## src/hdl/tro_map.vh

```
// Register offsets, field positions, reset values and timing counts of the readout block.
`ifndef TRO_MAP_VH
`define TRO_MAP_VH
`define TRO_ADDR_CLK_CFG 8'h89
`define TRO_ADDR_TRIG 8'hA4
`define TRO_ADDR_FMT 8'hCB
`define TRO_ADDR_OPT 8'hCC
`define TRO_CLK_CFG_RST 8'h01
`define TRO_TRIG_RST 8'h00
`define TRO_FMT_RST 8'h00
`define TRO_OPT_RST 8'h40
`define TRO_CLK_SEL_LSB 0
`define TRO_CLK_SEL_MSB 1
`define TRO_CLK_POL_BIT 7
`define TRO_TRIG_SW_BIT 0
`define TRO_TRIG_CONT_BIT 1
`define TRO_TRIG_BUSY_BIT 2
`define TRO_FMT_MODE_LSB 0
`define TRO_FMT_MODE_MSB 1
`define TRO_FMT_SATINS_BIT 6
`define TRO_OPT_SATPIN_BIT 6
`define TRO_MODE_12 2'h0
`define TRO_MODE_MSB_LSB 2'h1
`define TRO_MODE_LSB_MSB 2'h2
`define TRO_MODE_8 2'h3
`define TRO_REF_MHZ 200
`define TRO_OSC_MHZ 4
`define TRO_OSC_DIV (`TRO_REF_MHZ / `TRO_OSC_MHZ)
`define TRO_STRAP_OSC_PERIODS 4
`define TRO_STRAP_CYC (`TRO_STRAP_OSC_PERIODS * `TRO_OSC_DIV)
`define TRO_EE_COPY_US 340
`define TRO_EE_COPY_CYC (`TRO_EE_COPY_US * `TRO_REF_MHZ)
`define TRO_EE_CLK_CFG_ADDR 7'h00
`define TRO_EE_FMT_ADDR 7'h01
`define TRO_EE_OPT_ADDR 7'h02
`define TRO_OUTPUT_PIXEL_CLOCK_12_STEP 9'h018
`define TRO_OUTPUT_PIXEL_CLOCK_24_STEP 9'h030
`define TRO_OUTPUT_PIXEL_CLOCK_48_STEP 9'h060
`define TRO_OUTPUT_PIXEL_CLOCK_ACC_WRAP 9'h0C8
`endif

```

## src/hdl/tro_fifo.v

```verilog
// Flip-flop FIFO with valid and ready on both sides.
`default_nettype none
module tro_fifo #(
  parameter WIDTH = 13,
  parameter DEPTH = 16,
  parameter AW = 4
) (
  input wire ref_clk_i,
  input wire reset_n_i,
  input wire in_valid_i,
  output wire in_ready_o,
  input wire [WIDTH-1:0] in_data_i,
  output wire out_valid_o,
  input wire out_ready_i,
  output wire [WIDTH-1:0] out_data_o,
  output wire full_o
);
  reg [WIDTH-1:0] mem_reg [0:DEPTH-1];
  reg [AW-1:0] wr_ptr_reg;
  reg [AW-1:0] rd_ptr_reg;
  reg [AW:0] count_reg;
  wire push;
  wire pop;

  assign full_o = (count_reg == DEPTH[AW:0]);
  assign in_ready_o = ~full_o;
  assign out_valid_o = (count_reg != {(AW+1){1'b0}});
  assign out_data_o = mem_reg[rd_ptr_reg];
  assign push = in_valid_i & in_ready_o;
  assign pop = out_valid_o & out_ready_i;

  always @(posedge ref_clk_i) begin
    if (push) begin
      mem_reg[wr_ptr_reg] <= in_data_i;
    end
  end

  always @(posedge ref_clk_i or negedge reset_n_i) begin
    if (!reset_n_i) begin
      wr_ptr_reg <= {AW{1'b0}};
      rd_ptr_reg <= {AW{1'b0}};
      count_reg <= {(AW+1){1'b0}};
    end else begin
      if (push) begin
        wr_ptr_reg <= (wr_ptr_reg == DEPTH[AW-1:0] - 1'b1) ? {AW{1'b0}} : wr_ptr_reg + 1'b1;
      end
      if (pop) begin
        rd_ptr_reg <= (rd_ptr_reg == DEPTH[AW-1:0] - 1'b1) ? {AW{1'b0}} : rd_ptr_reg + 1'b1;
      end
      if (push & ~pop) begin
        count_reg <= count_reg + 1'b1;
      end else if (pop & ~push) begin
        count_reg <= count_reg - 1'b1;
      end
    end
  end
endmodule // tro_fifo
`default_nettype wire

```

## src/hdl/tro_readout.v

```verilog
// Readout output port, capture trigger, strap scan and start-up copy of the imager.
//
// Contract
// - Strap pins become pulled-down inputs four osc periods.
// - Row-valid strap sets A1, frame-valid strap A0.
// - Start-up copy loads config registers within limit.
// - Output clock selectable 12, 24, 48 MHz.
// - Output clock toggles continuously, blanking included.
// - Outputs change on active output clock edge.
// - Frame valid, then row valid, successive edges.
// - Frame valid spans frame; row valid spans pair.
// - Saturation pin, or frame end when option cleared.
// - Pair is top row then bottom row, ascending.
// - Twelve-bit two's-complement pixel plus saturation bit.
// - A started frame completes without pause.
// - Cycle sends mode-defined frame count back to back.
// - Conversion of two rows, column-independent duration.
// - Row pair takes 26.7 us at 24 MHz.
// - Cycle starts on trigger pin or software bit.
// - Software trigger bit clears itself when taken.
// - Next frame acquired right after previous readout.
// - Format register selects one of four word modes.
// - Continuous bit or late pin restarts cycle; earlier ignored.
`include "tro_map.vh"
`default_nettype none
module tro_readout #(
  parameter COLS = 320,
  parameter PAIRS = 120,
  parameter GAP_CLKS = 8,
  parameter EE_COPY_CYC = `TRO_EE_COPY_CYC
) (
  input wire ref_clk_i,
  input wire reset_n_i,
  input wire [7:0] reg_addr_i,
  input wire reg_we_i,
  input wire reg_re_i,
  input wire [7:0] reg_wdata_i,
  output reg [7:0] reg_rdata_o,
  output reg [6:0] ee_addr_o,
  input wire [7:0] ee_data_i,
  output wire boot_done_o,
  input wire pix_valid_i,
  output wire pix_ready_o,
  input wire [11:0] pix_data_i,
  input wire pix_sat_i,
  input wire [3:0] frames_per_cycle_i,
  input wire capture_trigger_i,
  output wire output_pixel_clock_o,
  output reg [11:1] camera_parallel_output_o,
  input wire data0_i,
  output wire data0_o,
  output wire data0_oe_n_o,
  input wire frame_valid_addr0_i,
  output wire frame_valid_addr0_o,
  output wire frame_valid_addr0_oe_n_o,
  input wire row_pair_valid_addr1_i,
  output wire row_pair_valid_addr1_o,
  output wire row_pair_valid_addr1_oe_n_o,
  input wire saturation_or_frame_end_i,
  output wire saturation_or_frame_end_o,
  output wire saturation_or_frame_end_oe_n_o,
  output wire strap_pulldown_o,
  output reg [1:0] slave_addr_low_o,
  output reg [1:0] reserved_strap_o,
  output reg underrun_o
);
  localparam ST_IDLE = 3'h0;
  localparam ST_FSTART = 3'h1;
  localparam ST_GAP = 3'h2;
  localparam ST_DATA = 3'h3;
  localparam ST_FEND = 3'h4;
  localparam [7:0] STRAP_LAST = `TRO_STRAP_CYC - 1;
  localparam [16:0] COPY_LEN = EE_COPY_CYC;

  // Builds one output word from a pixel for the selected transfer mode and byte phase.
  function [11:0] fmt_word;
    input [11:0] pix;
    input saturation_flag;
    input [1:0] mode;
    input second;
    input sat_ins;
    reg [7:0] msb;
    begin
      msb = {saturation_flag & sat_ins, 3'h0, pix[11:8]};
      case (mode)
        `TRO_MODE_MSB_LSB: fmt_word = {4'h0, second ? pix[7:0] : msb};
        `TRO_MODE_LSB_MSB: fmt_word = {4'h0, second ? msb : pix[7:0]};
        `TRO_MODE_8: fmt_word = {4'h0, pix[11:4]};
        default: fmt_word = pix;
      endcase
    end
  endfunction

  reg [7:0] clk_cfg_reg;
  reg [7:0] trig_reg;
  reg [7:0] fmt_reg;
  reg [7:0] opt_reg;
  reg [16:0] boot_cnt_reg;
  reg [7:0] strap_cnt_reg;
  reg scan_reg;
  reg [3:0] strap_s1_reg;
  reg [3:0] strap_s2_reg;
  reg trig_s1_reg;
  reg trig_s2_reg;
  reg trig_s3_reg;
  reg hw_pend_reg;
  reg [8:0] acc_reg;
  reg output_pixel_clock_reg;
  reg [2:0] st_reg;
  reg fv_reg;
  reg rv_reg;
  reg sat_pin_reg;
  reg [11:0] d_reg;
  reg [3:0] frame_cnt_reg;
  reg [7:0] pair_cnt_reg;
  reg [9:0] word_cnt_reg;
  reg second_reg;
  reg [12:0] hold_reg;
  reg [7:0] gap_cnt_reg;
  reg late_trig_reg;
  reg pop_reg;

  wire copying = (boot_cnt_reg < COPY_LEN);
  wire [8:0] acc_step = (clk_cfg_reg[`TRO_CLK_SEL_MSB:`TRO_CLK_SEL_LSB] == 2'h0) ? `TRO_OUTPUT_PIXEL_CLOCK_12_STEP :
                        (clk_cfg_reg[`TRO_CLK_SEL_MSB:`TRO_CLK_SEL_LSB] == 2'h2) ? `TRO_OUTPUT_PIXEL_CLOCK_48_STEP :
                        `TRO_OUTPUT_PIXEL_CLOCK_24_STEP;
  wire [8:0] acc_sum = acc_reg + acc_step;
  wire tog = (acc_sum >= `TRO_OUTPUT_PIXEL_CLOCK_ACC_WRAP);
  wire act = tog & ~output_pixel_clock_reg;
  wire split = (fmt_reg[1:0] == `TRO_MODE_MSB_LSB) | (fmt_reg[1:0] == `TRO_MODE_LSB_MSB);
  wire sat_mode = opt_reg[`TRO_OPT_SATPIN_BIT];
  wire start_req = trig_reg[`TRO_TRIG_SW_BIT] | hw_pend_reg;
  wire last_pair = (pair_cnt_reg == PAIRS[7:0] - 8'h01);
  wire last_frame = (frame_cnt_reg + 4'h1 >= frames_per_cycle_i);
  wire last_word = (word_cnt_reg == COLS[9:0] * 10'h002 - 10'h001) & (~split | ~second_reg);
  wire fifo_valid;
  wire fifo_full;
  wire [12:0] fifo_data;
  wire [12:0] cur = (split & second_reg) ? hold_reg : fifo_data;
  // A set second_reg means the trailing byte of hold_reg is still owed to the port.
  wire [11:0] first_word = fmt_word(fifo_data[11:0], fifo_data[12], fmt_reg[1:0], 1'b0, fmt_reg[`TRO_FMT_SATINS_BIT]);
  wire [11:0] next_word = fmt_word(cur[11:0], cur[12], fmt_reg[1:0], split & second_reg, fmt_reg[`TRO_FMT_SATINS_BIT]);

  tro_fifo #(
    .WIDTH(13),
    .DEPTH(16),
    .AW(4)
  ) u_fifo (
    .ref_clk_i(ref_clk_i),
    .reset_n_i(reset_n_i),
    .in_valid_i(pix_valid_i),
    .in_ready_o(pix_ready_o),
    .in_data_i({pix_sat_i, pix_data_i}),
    .out_valid_o(fifo_valid),
    .out_ready_i(pop_reg),
    .out_data_o(fifo_data),
    .full_o(fifo_full)
  );

  // Strap scan: pins float with pull-downs while the scan window runs.
  assign strap_pulldown_o = scan_reg;
  assign frame_valid_addr0_oe_n_o = scan_reg;
  assign row_pair_valid_addr1_oe_n_o = scan_reg;
  assign saturation_or_frame_end_oe_n_o = scan_reg;
  assign data0_oe_n_o = scan_reg;
  assign frame_valid_addr0_o = fv_reg;
  assign row_pair_valid_addr1_o = rv_reg;
  assign saturation_or_frame_end_o = sat_pin_reg;
  assign data0_o = d_reg[0];
  assign output_pixel_clock_o = output_pixel_clock_reg ^ clk_cfg_reg[`TRO_CLK_POL_BIT];
  assign boot_done_o = ~copying & ~scan_reg;

  always @(posedge ref_clk_i or negedge reset_n_i) begin
    if (!reset_n_i) begin
      strap_s1_reg <= 4'h0;
      strap_s2_reg <= 4'h0;
      trig_s1_reg <= 1'b0;
      trig_s2_reg <= 1'b0;
      trig_s3_reg <= 1'b0;
    end else begin
      strap_s1_reg <= {saturation_or_frame_end_i, data0_i, row_pair_valid_addr1_i, frame_valid_addr0_i};
      strap_s2_reg <= strap_s1_reg;
      trig_s1_reg <= capture_trigger_i;
      trig_s2_reg <= trig_s1_reg;
      trig_s3_reg <= trig_s2_reg;
    end
  end

  always @(posedge ref_clk_i or negedge reset_n_i) begin
    if (!reset_n_i) begin
      scan_reg <= 1'b1;
      strap_cnt_reg <= 8'h00;
      slave_addr_low_o <= 2'h0;
      reserved_strap_o <= 2'h0;
    end else if (scan_reg) begin
      strap_cnt_reg <= strap_cnt_reg + 8'h01;
      if (strap_cnt_reg == STRAP_LAST) begin
        scan_reg <= 1'b0;
        slave_addr_low_o <= {strap_s2_reg[1], strap_s2_reg[0]};
        reserved_strap_o <= {strap_s2_reg[3], strap_s2_reg[2]};
      end
    end
  end

  // Start-up copy reads three bytes in the first cycles, then waits out the copy window.
  always @(posedge ref_clk_i or negedge reset_n_i) begin
    if (!reset_n_i) begin
      boot_cnt_reg <= 17'h00000;
      ee_addr_o <= `TRO_EE_CLK_CFG_ADDR;
      clk_cfg_reg <= `TRO_CLK_CFG_RST;
      fmt_reg <= `TRO_FMT_RST;
      opt_reg <= `TRO_OPT_RST;
    end else begin
      if (copying) begin
        boot_cnt_reg <= boot_cnt_reg + 17'h00001;
      end
      ee_addr_o <= (boot_cnt_reg == 17'h00000) ? `TRO_EE_FMT_ADDR : `TRO_EE_OPT_ADDR;
      if (copying) begin
        case (boot_cnt_reg)
          17'h00001: clk_cfg_reg <= ee_data_i;
          17'h00002: fmt_reg <= ee_data_i;
          17'h00003: opt_reg <= ee_data_i;
          default: clk_cfg_reg <= clk_cfg_reg;
        endcase
      end else if (reg_we_i) begin
        case (reg_addr_i)
          `TRO_ADDR_CLK_CFG: clk_cfg_reg <= reg_wdata_i;
          `TRO_ADDR_FMT: fmt_reg <= reg_wdata_i;
          `TRO_ADDR_OPT: opt_reg <= reg_wdata_i;
          default: fmt_reg <= fmt_reg;
        endcase
      end
    end
  end

  always @(posedge ref_clk_i or negedge reset_n_i) begin
    if (!reset_n_i) begin
      reg_rdata_o <= 8'h00;
    end else if (reg_re_i) begin
      case (reg_addr_i)
        `TRO_ADDR_CLK_CFG: reg_rdata_o <= clk_cfg_reg;
        `TRO_ADDR_TRIG: reg_rdata_o <= {5'h00, st_reg != ST_IDLE, trig_reg[1:0]};
        `TRO_ADDR_FMT: reg_rdata_o <= fmt_reg;
        `TRO_ADDR_OPT: reg_rdata_o <= opt_reg;
        default: reg_rdata_o <= 8'h00;
      endcase
    end
  end

  // Output clock runs from release of reset regardless of frame activity.
  always @(posedge ref_clk_i or negedge reset_n_i) begin
    if (!reset_n_i) begin
      acc_reg <= 9'h000;
      output_pixel_clock_reg <= 1'b0;
    end else begin
      acc_reg <= tog ? acc_sum - `TRO_OUTPUT_PIXEL_CLOCK_ACC_WRAP : acc_sum;
      if (tog) begin
        output_pixel_clock_reg <= ~output_pixel_clock_reg;
      end
    end
  end

  // Trigger capture; a pin edge outside idle is dropped, except during the last pair of the last frame.
  always @(posedge ref_clk_i or negedge reset_n_i) begin
    if (!reset_n_i) begin
      trig_reg <= `TRO_TRIG_RST;
      hw_pend_reg <= 1'b0;
    end else begin
      if (trig_s2_reg & ~trig_s3_reg & st_reg == ST_IDLE & boot_done_o) begin
        hw_pend_reg <= 1'b1;
      end else if (act & st_reg == ST_IDLE & start_req) begin
        hw_pend_reg <= 1'b0;
      end
      if (reg_we_i & reg_addr_i == `TRO_ADDR_TRIG & ~copying) begin
        trig_reg <= {6'h00, reg_wdata_i[1:0]};
      end else if (act & st_reg == ST_IDLE & start_req & boot_done_o) begin
        trig_reg[`TRO_TRIG_SW_BIT] <= 1'b0;
      end
    end
  end

  // Frame sequencer; every output update happens on an active output clock edge.
  always @(posedge ref_clk_i or negedge reset_n_i) begin
    if (!reset_n_i) begin
      st_reg <= ST_IDLE;
      fv_reg <= 1'b0;
      rv_reg <= 1'b0;
      sat_pin_reg <= 1'b0;
      d_reg <= 12'h000;
      camera_parallel_output_o <= 11'h000;
      frame_cnt_reg <= 4'h0;
      pair_cnt_reg <= 8'h00;
      word_cnt_reg <= 10'h000;
      second_reg <= 1'b0;
      hold_reg <= 13'h0000;
      gap_cnt_reg <= 8'h00;
      late_trig_reg <= 1'b0;
      pop_reg <= 1'b0;
      underrun_o <= 1'b0;
    end else begin
      pop_reg <= 1'b0;
      if (fv_reg & last_frame & last_pair & trig_s2_reg) begin
        late_trig_reg <= 1'b1;
      end
      if (act) begin
        case (st_reg)
          ST_IDLE: begin
            sat_pin_reg <= 1'b0;
            frame_cnt_reg <= 4'h0;
            if (start_req & boot_done_o & frames_per_cycle_i != 4'h0) begin
              st_reg <= ST_FSTART;
            end
          end
          ST_FSTART: begin
            sat_pin_reg <= 1'b0;
            pair_cnt_reg <= 8'h00;
            late_trig_reg <= 1'b0;
            if (fifo_full) begin
              fv_reg <= 1'b1;
              gap_cnt_reg <= 8'h00;
              st_reg <= ST_GAP;
            end
          end
          ST_GAP: begin
            if (gap_cnt_reg != 8'hFF) begin
              gap_cnt_reg <= gap_cnt_reg + 8'h01;
            end
            // The conversion gap is at least GAP_CLKS output clocks, skipped before the first pair, and does not depend on the column count.
            if ((gap_cnt_reg >= GAP_CLKS[7:0] | pair_cnt_reg == 8'h00) & fifo_full) begin
              rv_reg <= 1'b1;
              word_cnt_reg <= 10'h000;
              second_reg <= split;
              hold_reg <= fifo_data;
              pop_reg <= 1'b1;
              d_reg <= first_word;
              camera_parallel_output_o <= first_word[11:1];
              sat_pin_reg <= sat_mode & fifo_data[12];
              st_reg <= ST_DATA;
            end
          end
          ST_DATA: begin
            // A row pair runs to its end; a starved stream repeats words and flags underrun.
            if (last_word) begin
              rv_reg <= 1'b0;
              sat_pin_reg <= 1'b0;
              gap_cnt_reg <= 8'h00;
              pair_cnt_reg <= pair_cnt_reg + 8'h01;
              st_reg <= last_pair ? ST_FEND : ST_GAP;
            end else begin
              if (~(split & second_reg)) begin
                word_cnt_reg <= word_cnt_reg + 10'h001;
              end
              second_reg <= split & ~second_reg;
              if (~(split & second_reg)) begin
                hold_reg <= fifo_data;
                pop_reg <= fifo_valid;
                underrun_o <= underrun_o | ~fifo_valid;
              end
              d_reg <= next_word;
              camera_parallel_output_o <= next_word[11:1];
              sat_pin_reg <= sat_mode & cur[12];
            end
          end
          ST_FEND: begin
            fv_reg <= 1'b0;
            sat_pin_reg <= ~sat_mode;
            frame_cnt_reg <= frame_cnt_reg + 4'h1;
            if (~last_frame) begin
              st_reg <= ST_FSTART;
            end else if (trig_reg[`TRO_TRIG_CONT_BIT] | late_trig_reg) begin
              frame_cnt_reg <= 4'h0;
              st_reg <= ST_FSTART;
            end else begin
              st_reg <= ST_IDLE;
            end
          end
          default: st_reg <= ST_IDLE;
        endcase
      end
    end
  end
endmodule // tro_readout
`default_nettype wire

```

## config.mk

```make
export PLATFORM = sky130hd
export DESIGN_NAME = tro_readout
export DESIGN_NICKNAME = d
export VERILOG_FILES = /design/src/hdl/tro_fifo.v /design/src/hdl/tro_readout.v
export VERILOG_INCLUDE_DIRS = /design/src /design/src/hdl
export SDC_FILE = /design/constraint.sdc
export NUM_CORES = 1
export LEC_CHECK = 0
export ABC_AREA = 1
export BUFFER_PORTS_ARGS = -buffer_cell sky130_fd_sc_hd__buf_4
export CORE_MARGIN = 2
export CORE_UTILIZATION = 35
export CTS_BUF_LIST = sky130_fd_sc_hd__clkbuf_16
export CTS_CLUSTER_DIAMETER = 150
export DETAILED_ROUTE_END_ITERATION = 16
export PLACE_DENSITY = 0.62
export SLEW_MARGIN = 10
export SYNTH_ARGS = -nofsm -noshare
export SYNTH_HDL_FRONTEND = slang
export SYNTH_SLANG_ARGS = --single-unit
```

## constraint.sdc

```tcl
create_clock -name ref_clk_i -period 6.1 [get_ports ref_clk_i]
set_clock_uncertainty 0.15 [all_clocks]
set_input_delay 1.525 -clock ref_clk_i [delete_from_list [all_inputs] [get_ports ref_clk_i]]
set_output_delay 1.525 -clock ref_clk_i [all_outputs]
set_load 0.02 [all_outputs]
```

==> metrics.md <==
| Metric | Value |
|---|---|
| Critical-path cell list | inv_1 -> ha_1 -> nand2_1 -> inv_1 -> nor2_1 -> nand2_1 -> nand4_2 -> inv_2 -> nand2_1 -> o21ai_0 |
| P per Cell Area | 307 mW/mm^2 |
| Actual transition at the worst max-transition pin | 1.29 ns |
| Total of fill cells in the finished design | 4917 |
| Critical path buffer and inverter count | 3 |
| Yosys top cell by area | edfxtp_1 |
| Seq/Total Area, Yosys | 57.9% |
| Hold buffer count at CTS | 0 |
| Worst ir drop on vdd | 0.211 mV |
| Clock group share of total power | 38.3% |
| Post-CTS setup buffers | 0 |
| Critical register-to-register path endpoint | camera_parallel_output_o[9] |
| Number of hold violations in the final report | 0 |
| Met1 Usage GRT | 22.3% |
| Worst min-delay path class | flop to flop |
| Total grt overflow | 0 |
| Post-route clock period utilization | 62.2% |
| Critical path's top delay family | simple AND/OR/NAND/NOR gates |
| Clock slew seen by the registers of the worst setup and hold paths | 0.06 ns |
| Overall die height | 230 um |
| FF-to-FF Start | fmt_reg[0] |
| Net switching share of the total power | 28.3% |
| Dominant cells by area after synthesis | edfxtp_1, dfrtp_1, nand2_1 |
| EDFF count, synth | 208 |
| Wire length of the first global-routing pass | 70300 um |
| Library cell appearing most often on the critical path | nand2_1 |
| Share of Yosys cell area claimed by the top area cell type | 35.0% |
| Site Rows | 82 |
| Std-Cell Core Area | 0.0502 mm^2 |
| Met2 Track Usage GR | 27.8% |
| Max Clk Rate | 263 MHz |
| Number of resized instances in the post-cts repair step | 0 |
| Switching power | 1770 uW |
| Global-route track usage on met3 | 3.11% |
| Post-synthesis instance area | 0.0178 mm^2 |
| Gate Count Post-Synth | 1960 |
| Setup TNS after final layout | 0 ns |
| Unrepaired setup endpoints after global routing | false |
| Starting density of the core | 35.5% |
| Final setup violating endpoints | 0 |
| Number of pins with negative max-slew slack in the final report | 0 |
| Hold Crit Endpoint | trig_s2_reg |
| Post-route DRC | 0 |
| Yosys Warn Count | 0 |
| Critical path required time | 6.43 ns |
| Buffer levels on the longest clock path | 3 |
| Crit path launch type | flop |
| Leakage power summed over all cells | 0.00903 uW |
| Cells on worst reg2reg path | 10 |
| Count of max-cap constraint violations | 0 |
| Max Fanout on Critical Path | 42 |
| Type of the worst setup path | flop to flop |
| First-iteration detailed-routing DRC count | 1215 |
| Length of the first detailed-routing pass in iterations | 9 |
| Total Routed Length | 43800 um |
| Ratio of cells with drive above 1 in the final layout | 10.2% |
| Cts bufs inserted | 41 |
| CTS tree | done |
| # port buffers | 88 |
| Critical path arrival | 4.13 ns |
| Number of nets in the finished design | 2115 |
| GPL Wtd Cong | 0.838 |
| Wire per inst | 16.0 um |
| Ports | 94 |
| End-of-flow core utilization | 40.5% |
| Launch point of the worst hold path | trig_s1_reg |
| Longest individual stage delay on the worst path | 0.80 ns |
| Die extent in x | 230 um |
| WHS Path Cells | 0 |
| Min Clock Period, post-route | 3.80 ns |
| Leading post-synthesis cells by instance count | nand2_1, edfxtp_1, inv_1 |
| Gr busiest metal | met2 |
| Largest net degree at the start of global routing | 90 |
| Average cell area after synthesis | 9.09 um^2 |
| Area of the die | 0.0528 mm^2 |
| Most frequent cell after synthesis | nand2_1 |
| Sequential Power Share | 47.5% |
| Logic gate share of total power | 14.2% |
| Critical Path Sink Type | flop |
| Result of the run | complete, no violations |
| Post-layout power | 6230 uW |
| Global-route usage over all layers | 16.8% |
| Proportion of register bits with asynchronous set or reset after synthesis | 43.9% |
| Worst slew margin relative to its limit | 13.5% |
| Root Buffer Master | clkbuf_16 |
| Post-detailed-placement cell area | 0.0190 mm^2 |
| Number of nets with antenna violations after routing | 0 |
| Area added between synthesis and finish | 14.0% |
| Drt via density | 4.86 |
| Clock sink count | 371 |
| Count of H-tree levels built during CTS | 2 |
| Detailed placer's ending HPWL | 29100 um |
| Slowest stage cell, crit path | nand4_2 |
| Worst reg-to-reg setup slack | 2.30 ns |
| Count of unique library cells instantiated by Yosys | 50 |
| Via count | 13277 |
| Diode count | 0 |
| Cell Int Power | 4470 uW |
| Vias in the first global route | 12847 |
| Top_reg_cell synth | edfxtp_1 |
| Skew-Pair Late Insertion Delay | 0.59 ns |
| Number of flip-flops under the largest register name | 208 |
| Post-route standard cell area excluding fillers | 0.0203 mm^2 |
| Initial antenna violation count | 0 |
| Post-synthesis register bit count | 371 |
-- power by group through the flow --
| stage | Clock [uW] | Sequential, uW | Combinational, uW |
|---|---|---|---|
| 2_1_floorplan | 0 | 2980 | 606 |
| 3_3_place_gp | 0 | 3000 | 853 |
| 3_5_place_dp | 0 | 3010 | 885 |
| 4_1_cts | 2430 | 2960 | 889 |
| 5_1_grt | 2530 | 2980 | 996 |
| 6_report | 2390 | 2960 | 887 |
-- metal layers --
metal / vias to the layer above / part of all wire, %
li1: 6507 / -
met1: 6320 / 44
met2: 389 / 48
met3: 61 / 5.9
met4: 0 / 2.2
met5: - / 0
-- through the flow --
stage                     hold WS (ns)  setup WS [ns]  cells
after floorplan                  0.181           2.64   1964
after global placement           0.183           2.39   2656
after detailed placement         0.188           2.33   2656
after CTS                        0.197           2.28   2732
after global routing             0.198           1.83   2732
final                            0.198           2.30   2732
-- cell type report --
| cell class | instances | area, um^2 | area share (%) |
|---|---|---|---|
| inverters | 207 | 782 | 3.85 |
| flip-flops and latches | 371 | 10300 | 50.8 |
| clock buffers | 41 | 1030 | 5.05 |
| multi-input cells | 1312 | 6350 | 31.2 |
| well taps | 672 | 841 | 4.14 |
| clock inverters | 35 | 287 | 1.41 |
| repair buffers | 94 | 709 | 3.49 |
-- placed cells by master (no fill, tap or decap), types with 4 or more instances in the layout --
master	netlist	layout
dfrtp_1	160	159
nor2_4	4	4
a21boi_1	4	4
nand2_1	658	658
edfxtp_1	208	208
nor2_1	158	155
buf_4	15	93
o21ai_1	20	20
o31ai_1	7	7
a31oi_1	4	4
clkbuf_16	0	41
a21oi_1	50	50
inv_2	9	9
mux2_2	8	8
o211ai_1	11	11
nor3_1	20	20
o21ai_0	79	79
a221oi_1	5	5
nor4_1	6	6
xnor2_1	8	8
o31ai_2	6	6
ha_1	35	35
nand4_1	19	19
nand2_2	5	5
nor2_2	3	6
inv_1	197	205
conb_1	1	5
clkinv_2	0	9
xor2_1	37	37
nand3_1	133	133
clkinv_1	0	10
-- how the worst max path moves through the flow --
stage,from,end,slack (ns),depth (start not counted)
2_1_floorplan,pix_valid_i,u_fifo.count_reg[4],2.64,12
3_3_place_gp,pix_valid_i,u_fifo.mem_reg[11][2],2.39,5
3_5_place_dp,fmt_reg[0],camera_parallel_output_o[9],2.33,10
4_1_cts,fmt_reg[0],camera_parallel_output_o[9],2.28,10
5_1_grt,fmt_reg[0],camera_parallel_output_o[9],1.83,10
6_report,fmt_reg[0],camera_parallel_output_o[9],2.30,10
-- logic make-up (layout without fill, tap and decap cells) --
group                    after synthesis  after routing  synth area share, %
AO/OA/AOI/OAI                        193            193                 6.22
XOR/XNOR                              46             46                 2.30
adder cells (fa/ha/maj)               37             37                 2.68
buffers and inverters                281            377                 6.56
flip-flops                           371            371                 57.9
multiplexers                           8              8                0.505
other                                  1              5               0.0210
AND/OR/NAND/NOR                     1023           1023                 23.8
(Power assumes the default switching activity.)
